`config.mk`:
```
export PLATFORM = sky130hd
export DESIGN_NAME = comparator_control_wrapper
export DESIGN_NICKNAME = d
export VERILOG_FILES = /design/src/comparator_pkg.sv /design/src/comparator_control_wrapper.sv
export VERILOG_INCLUDE_DIRS = /design/src /design/src/src
export SDC_FILE = /design/constraint.sdc
export NUM_CORES = 1
export LEC_CHECK = 0
export ABC_CLOCK_PERIOD_IN_PS = 1300
export BUFFER_PORTS_ARGS = -buffer_cell sky130_fd_sc_hd__buf_2
export CAP_MARGIN = 20
export CORE_MARGIN = 1.5
export CORE_UTILIZATION = 39
export CTS_CLUSTER_DIAMETER = 30
export DETAILED_ROUTE_END_ITERATION = 7
export PLACE_DENSITY = 0.75
export SYNTH_ARGS = -nofsm -noshare
export SYNTH_HDL_FRONTEND = slang
export SYNTH_SLANG_ARGS = --single-unit
export TNS_END_PERCENT = 5
```
`constraint.sdc`:
```
create_clock -name pclk -period 1.3 [get_ports pclk]
set_clock_uncertainty 0.2 [all_clocks]
set_input_delay 0.195 -clock pclk [delete_from_list [all_inputs] [get_ports pclk]]
set_output_delay 0.195 -clock pclk [all_outputs]
set_load 0.01 [all_outputs]
```
`src/comparator_cfg.svh`:
```
/*
 Register offsets, field positions and reset values of the comparator wrapper.
 Assumes inclusion from the package and the top module only.
*/
`ifndef COMPARATOR_CFG_SVH
`define COMPARATOR_CFG_SVH

// Printed offsets are not all multiples of four: these are indices
`define IDX_CONTROL 4'h0
`define IDX_INPUT_SELECT 4'h2
`define IDX_IRQ_ENABLE 4'h6
`define IDX_STATUS 4'h7
// Clear register for the status word, same layout
`define IDX_STATUS_CLEAR 4'h8

`define RST_CONTROL 8'h00
`define RST_INPUT_SELECT 8'h00
`define RST_IRQ_ENABLE 8'h00

// Control fields
`define CTL_ENABLE 0
`define CTL_HYST_LO 1
`define CTL_LOW_POWER 3
`define CTL_EDGE_LO 4
`define CTL_PAD_OUT 6
`define CTL_STBY_RUN 7
// Input select fields
`define MUX_NEG_LO 0
`define MUX_POS_LO 3
`define MUX_INVERT 7
// Status fields
`define ST_FLAG 0
`define ST_STATE 4

// Writable bit masks
`define MASK_CONTROL 8'hFF
`define MASK_INPUT_SELECT 8'h9B
`define MASK_IRQ_ENABLE 8'h01

// Synchroniser depth for the state bit
`define SYNC_STAGES 3

`endif

```
`src/comparator_pkg.sv`:
```
/*
 Types shared by the comparator wrapper.
 Assumes the configuration header is available by bare name.
*/
package comparator_pkg;
`include "comparator_cfg.svh"

   typedef enum logic [1:0] {
      any_edge = 2'h0,
      edge_reserved = 2'h1,
      falling_edge = 2'h2,
      rising_edge = 2'h3
   } edge_select_t;

   typedef struct packed {
      logic standby_run;
      logic pad_output_enable;
      edge_select_t edge_select;
      logic low_power_select;
      logic [1:0] hysteresis_select;
      logic enable;
   } control_t;

   typedef struct packed {
      logic invert;
      logic [1:0] spare;
      logic [1:0] positive_input_select;
      logic spare2;
      logic [1:0] negative_input_select;
   } input_select_t;

   // Settings handed to the analog core
   typedef struct packed {
      logic enable;
      logic low_power_select;
      logic [1:0] hysteresis_select;
      logic [1:0] positive_input_select;
      logic [1:0] negative_input_select;
   } analog_cfg_t;

   typedef enum logic [1:0] {
      sleep_active = 2'h0,
      sleep_idle = 2'h1,
      sleep_standby = 2'h3,
      sleep_power_down = 2'h2
   } sleep_mode_t;
endpackage

```
`src/comparator_control_wrapper.sv`:
```
/*
 Control and status wrapper of an analog comparator, reached over APB.
 Assumes the analog core returns its raw result on compare_raw, that sleep_mode
 comes from the power controller, and that clk_request_n low means some other
 block still requests the peripheral clock while in standby.
*/
// Added by the designer: the APB slave port.
`timescale 1ns/1ns
`include "comparator_cfg.svh"

// Behaviour
// - Edge field picks any, falling or rising edges for the flag.
// - In standby with run bit, comparator runs; flag and status freeze unless clk_request_n is low.
// - Pad output carries the result only while pad enable is set.
// - Low-power bit is forwarded to the analog core.
// - Hysteresis field is forwarded to the analog core.
// - Enable bit turns the comparator on; zero keeps it off.
// - Invert bit flips the result for every consumer.
// - Positive select picks one of four positive pins.
// - Negative select picks pin 0, pin 1, reference or converter output.
// - Interrupt enable bit 0 gates the interrupt request.
// - Status bit 4 shows the result after a three-stage synchroniser.
// - Status bit 0 is the flag; writing one clears it.
// - Chosen edge on the result sets the flag.
// - Request stays high while flag and enable are both one.
// - Power-down sleep turns off comparator and pad output.
// - Event output is the unclocked result.
module comparator_control_wrapper
   import comparator_pkg::*;
#(
   parameter int ADDR_W = 6,
   parameter int SYNC_DEPTH = `SYNC_STAGES
) (
   input wire logic pclk,
   input wire logic presetn,
   input wire logic psel,
   input wire logic penable,
   input wire logic pwrite,
   input wire logic [ADDR_W-1:0] paddr,
   input wire logic [31:0] pwdata,
   input wire logic [3:0] pstrb,
   output logic [31:0] prdata,
   output logic pready,
   output logic pslverr,
   input wire logic compare_raw,
   input wire sleep_mode_t sleep_mode,
   input wire logic clk_request_n,
   output analog_cfg_t analog_cfg,
   output logic compare_event,
   output logic pad_out,
   output logic pad_oe,
   output logic compare_irq
);

   initial begin
      if (ADDR_W < 6) begin
         $error("ADDR_W must cover the register window");
      end
      if (SYNC_DEPTH < 2) begin
         $error("SYNC_DEPTH must be at least 2");
      end
   end

   control_t control_q;
   input_select_t input_select_q;
   logic irq_enable_q;
   logic flag_q;
   logic [SYNC_DEPTH-1:0] sync_q;
   logic state_q;
   logic prev_q;
   logic prev_valid_q;
   logic powered;
   logic result;
   logic freeze;
   logic edge_hit;
   logic wr_en;
   logic [3:0] reg_idx;
   logic idx_ok;
   logic [7:0] rd_byte;

   // Word index from a byte address; misaligned addresses never match
   function automatic logic [3:0] word_index(input logic [ADDR_W-1:0] a);
      return a[5:2];
   endfunction

   assign reg_idx = word_index(paddr);
   assign idx_ok = (paddr[1:0] == 2'h0) && (paddr[ADDR_W-1:2] < 16);
   // Zero wait state slave: accesses complete in the access phase
   assign pready = 1'b1;
   assign pslverr = 1'b0;
   assign wr_en = psel && penable && pwrite && pstrb[0] && idx_ok;

   assign powered = control_q.enable && (sleep_mode != sleep_power_down)
      && !((sleep_mode == sleep_standby) && !control_q.standby_run);

   assign result = powered && (compare_raw ^ input_select_q.invert);

   assign compare_event = result;

   assign pad_out = control_q.pad_output_enable ? result : 1'b0;
   assign pad_oe = control_q.pad_output_enable && powered;

   assign analog_cfg = '{
      enable: powered,
      low_power_select: control_q.low_power_select,
      hysteresis_select: control_q.hysteresis_select,
      positive_input_select: input_select_q.positive_input_select,
      negative_input_select: input_select_q.negative_input_select
   };

   // clock stopped in standby unless another block asks for it
   assign freeze = (sleep_mode == sleep_standby) && clk_request_n;

   // Synchroniser; only the last stage is looked at
   always_ff @(posedge pclk or negedge presetn) begin
      if (!presetn) begin
         sync_q <= '0;
      end else if (!freeze) begin
         sync_q <= {sync_q[SYNC_DEPTH-2:0], result};
      end
   end

   // state bit follows the synchroniser output
   always_ff @(posedge pclk or negedge presetn) begin
      if (!presetn) begin
         state_q <= 1'b0;
         prev_q <= 1'b0;
         prev_valid_q <= 1'b0;
      end else if (!freeze) begin
         state_q <= sync_q[SYNC_DEPTH-1];
         prev_q <= state_q;
         prev_valid_q <= 1'b1;
      end
   end

   // edges on synchronised result, reserved value gives none
   // edge kind chosen by the field
   always_comb begin
      edge_hit = 1'b0;
      if (prev_valid_q) begin
         case (control_q.edge_select)
            any_edge: edge_hit = state_q ^ prev_q;
            falling_edge: edge_hit = prev_q && !state_q;
            rising_edge: edge_hit = !prev_q && state_q;
            default: edge_hit = 1'b0;
         endcase
      end
   end

   // set wins over a simultaneous clear
   always_ff @(posedge pclk or negedge presetn) begin
      if (!presetn) begin
         flag_q <= 1'b0;
      end else if (edge_hit && !freeze) begin
         flag_q <= 1'b1;
      end else if (wr_en && pwdata[`ST_FLAG] &&
                   (reg_idx == `IDX_STATUS || reg_idx == `IDX_STATUS_CLEAR)) begin
         flag_q <= 1'b0;
      end
   end

   always_ff @(posedge pclk or negedge presetn) begin
      if (!presetn) begin
         control_q <= control_t'(`RST_CONTROL);
         input_select_q <= input_select_t'(`RST_INPUT_SELECT);
         irq_enable_q <= 1'b0;
      end else if (wr_en) begin
         case (reg_idx)
            `IDX_CONTROL: control_q <= control_t'(pwdata[7:0] & `MASK_CONTROL);
            `IDX_INPUT_SELECT:
               input_select_q <= input_select_t'(pwdata[7:0] & `MASK_INPUT_SELECT);
            `IDX_IRQ_ENABLE: irq_enable_q <= pwdata[0];
            default: ;
         endcase
      end
   end

   assign compare_irq = flag_q && irq_enable_q;

   always_comb begin
      rd_byte = 8'h00;
      if (idx_ok) begin
         case (reg_idx)
            `IDX_CONTROL: rd_byte = control_q;
            `IDX_INPUT_SELECT: rd_byte = input_select_q & `MASK_INPUT_SELECT;
            `IDX_IRQ_ENABLE: rd_byte = {7'h00, irq_enable_q};
            `IDX_STATUS: rd_byte = {3'h0, state_q, 3'h0, flag_q};
            default: rd_byte = 8'h00;
         endcase
      end
   end

   // Read data registered in the setup phase, valid during access
   always_ff @(posedge pclk or negedge presetn) begin
      if (!presetn) begin
         prdata <= 32'h0000_0000;
      end else if (psel && !penable && !pwrite) begin
         prdata <= {24'h00_0000, rd_byte};
      end
   end

endmodule // comparator_control_wrapper

```
==> impl_metrics.csv <==
group,metric,value,unit
run_status,status,"complete, but fails checks",
run_status,violations,"negative setup slack",
synthesis,synth_top_area_cell,"dfrtp_1",
setup_path,critPathSlowestCell,"dfrtp_1",
cts,htreeDepth,2,
setup_path,slowest_delay,0.37,ns
power_and_ir_drop,pwr_density_cell,851.7,nW/um^2
cells_and_area,syn2layout_area_growth,37.26,%
global_routing,antenna_found_initial,0,
synthesis,synth.avg_cell_area,10.43,sq um
synthesis,synth_fa_ha_area_share,1.490,%
sta,finalSetupViolations,17,
synthesis,synth_compound_area_share,8.793,%
synthesis,synth_top_family_by_area,"buffers and inverters",
global_routing,grtUsageMet2,29.57,%
synthesis,muxShareOfSynthArea,12.37,%
cts,clockBufferDepth,2,
cts,clkTransAtPathRegs,0.05,ns
setup_path,crit_chain,"a21bo_2, and3_4, nor2b_1, buf_2",
cells_and_area,layout-drive-gt1-share,46.98,%
place,io_buffers,43,
global_routing,grt_use_met1,23.21,%
cells_and_area,final_cell_area,2305,sq um
cts,clk_latency,0.28,ns
cells_and_area,fin_util,56.80,%
run,cap_viol_max_count,0,
synthesis,synthDominantCellAreaShare,43.22,%
route,totalWireLength,3.785,mm
global_routing,grt_max_degree,30,
cells_and_area,final_cells,282,
setup_path,worstPathRequired,0.90,ns
setup_path,cp.depth,4,
global_routing,grt-busiest-layer,"met2",
cells_and_area,nets,285,
route,drc_errors,0,
sta,max_freq,596.3,MHz
setup_path,end_kind,"output port",
route,post_drt_via_cell_ratio,4.691,
place,dp.cells,264,
setup_path,path_max_fanout,2,
setup_path,cp.arrival,1.28,ns
sta,slew_violations,0,
synthesis,synthCells,161,
synthesis,async_reset_ff_share,100.0,%
power_and_ir_drop,leakagePower,1.208,nW
synthesis,synth_flop_cell,"dfrtp_1",
synthesis,synth-simple-area-share,15.20,%
route,dr.pass1.iters,4,
global_routing,grtUsageTotal,18.53,%
cts,cts-root-buf,"clkbuf_8",
route,vias,1323,
synthesis,synth-xor-area-share,0.5216,%
place,post-place-ws,-0.5460,ns
place,dpl.hpwl,2.711,mm
min_path,min_path_type,"in2reg",
cells_and_area,multi_input_area,857.1,sq um
cells_and_area,fillers,376,
floorplanning,die_y,68.62,microns
min_path,min_path_cells,3,
synthesis,ys_warn_count,0,
floorplanning,rows,23,
floorplanning,die_area,4708,sq um
synthesis,syn_area,1679,sq um
synthesis,synth-edff-count,0,
sta,rsz0062_at_grt,"true",
cts,cts.sinks,29,
floorplanning,start_util,41.38,%
setup_path,worst_setup_path_start_kind,"register",
sta,layout_setup_ws,-0.3771,ns
sta,period_minus_slack,1.677,ns
sta,fin_crit_sh,129.0,%
floorplanning,core,4058,sq um
setup_path,path_buf_inv,1,
sta,fin_tns_setup,-3.217,ns
setup_path,worstRegToRegCells,5,
cells_and_area,regArea,725.7,sq um
synthesis,ys_seq_area_share,43.22,%
global_routing,grt_overflow,0,
place,gp_congestion,0.7738,
global_routing,grt_pass1_vias,1209,
cells_and_area,diodes,0,
power_and_ir_drop,max-vdd-ir-drop,0.6385,mV
route,drt_iter0_markers,65,
global_routing,grt_pass1_wl,5.982,mm
setup_path,cp_top_family,"flip-flops",
floorplanning,io_pins,97,
synthesis,synth_seq_cells,29,
floorplanning,chipWidth,68.62,microns
synthesis,synth.distinct_cells,43,
setup_path,worstSetupPathType,"reg2out",
sta,hold_violations,0,
cts,cts_buffers,5,
synthesis,synthTopCellsByArea,"dfrtp_1, buf_4, mux2_2, nand2_1, mux2i_1",
place,placed_area,1964,sq um
global_routing,grtUsageMet3,5.844,%
route,drt-wirelength-per-cell,13.42,microns
route,drtAntennaViolNets,0,
cts,tritoncts,"built",
-- layout make-up --
class                      instances  share of cell area [%]
clock buffer                       7                   3.746
inverter                           5                  0.8143
multi-input combinational        112                   37.19
sequential                        29                   31.49
tap                               50                   2.714
timing repair buffer              79                   24.05
-- power by group --
part | total, W | switching, W | internal (W)
clock | 0.000733 | 0.000315 | 0.000419
sequential | 0.000942 | 0.0000179 | 0.000924
combinational | 0.000288 | 0.000151 | 0.000137
total | 0.00196 | 0.000484 | 0.00148
-- state kept, by name (all words and copies together) (netlist names) --
name / cells
analog_cfg: 7
state_q: 1
input_select_q: 1
prev_q: 1
flag_q: 1
irq_enable_q: 1
prdata: 8
control_q: 5
sync_q: 3
prev_valid_q: 1
-- path summary, 6_finish.rpt --
check / startpoint / end / slack [ns]
setup / recovery: control_q[7] / pad_out / -0.38
hold / removal: compare_raw / sync_q[0] / 0.07
setup reg to reg: prev_q / flag_q / -0.09
hold reg to reg: sync_q[2] / sync_q[2] / 0.26
max in group asynchronous: presetn / prdata[4] / 0.37
min in group asynchronous: presetn / control_q[5] / 0.26
-- placed cells by master, fill, tap and decap left out, types with 2 or more instances in the layout --
master,count
buf_2,40
mux2i_1,5
conb_1,26
mux2_4,6
nor3_4,3
clkbuf_8,6
nor2_1,4
or2_4,2
buf_4,22
inv_1,4
a22o_1,4
nand2b_1,2
o21ai_0,5
buf_6,7
nand2_1,14
dfrtp_1,29
dlygate4sd3_1,9
nand4_1,2
nand3_1,3
or3b_4,2
mux2_2,8
-- kinds of logic after synthesis --
| kind of cell | count (synthesis) |
|---|---|
| adder cells (fa/ha/maj) | 2 |
| XOR/XNOR | 1 |
| buffers and inverters | 44 |
| multiplexers | 19 |
| flip-flops | 29 |
| AND/OR/NAND/NOR | 44 |
| AO/OA/AOI/OAI | 20 |
| other | 2 |
-- Yosys cell counts, types with 2 or more instances --
| cell | n |
|---|---|
| a22o_1 | 4 |
| ha_1 | 2 |
| and3_1 | 2 |
| inv_1 | 5 |
| dfrtp_1 | 29 |
| conb_1 | 2 |
| nand4_1 | 2 |
| nor3_1 | 2 |
| nand2_1 | 14 |
| nand3_1 | 3 |
| nand2b_1 | 3 |
| mux2_2 | 14 |
| mux2i_1 | 5 |
| nor2_1 | 4 |
| or2_2 | 2 |
| o21ai_0 | 5 |
| clkbuf_1 | 3 |
| a21oi_1 | 2 |
| buf_4 | 34 |
-- what timing repair did --
| action | CTS | global route |
|---|---|---|
| endpoints found under the hold margin | 42 | 0 |
| setup buffers | 1 | 1 |
| cloned | 0 | 0 |
| setup endpoints to repair | 26 | 25 |
| pin swaps | 6 | 0 |
| gates resized for setup | 26 | 7 |
| hold buffers | 9 | 0 |
-- worst register-to-register path, cell delays in order (launching register included) --
cell       delay (ns)
dfrtp_1          0.38
inv_1            0.07
ha_2             0.17
nand2b_4         0.13
o2bb2ai_2        0.12
a32o_1           0.21
-- metrics by stage --
step,hold WS (ns),power (W)
2_1_floorplan,-0.3006,0.001133
3_3_place_gp,0.02643,0.001182
3_5_place_dp,0.02565,0.001187
4_1_cts,0.07708,0.001980
5_1_grt,0.07749,0.002059
6_report,0.07401,0.001963
-- metal layers --
metal,vias up,part of all wire [%]
met2,43,49
li1,642,-
met3,6,5.4
met1,632,44
met5,-,0
met4,0,1.7
Power figures use the tool's default switching activity.
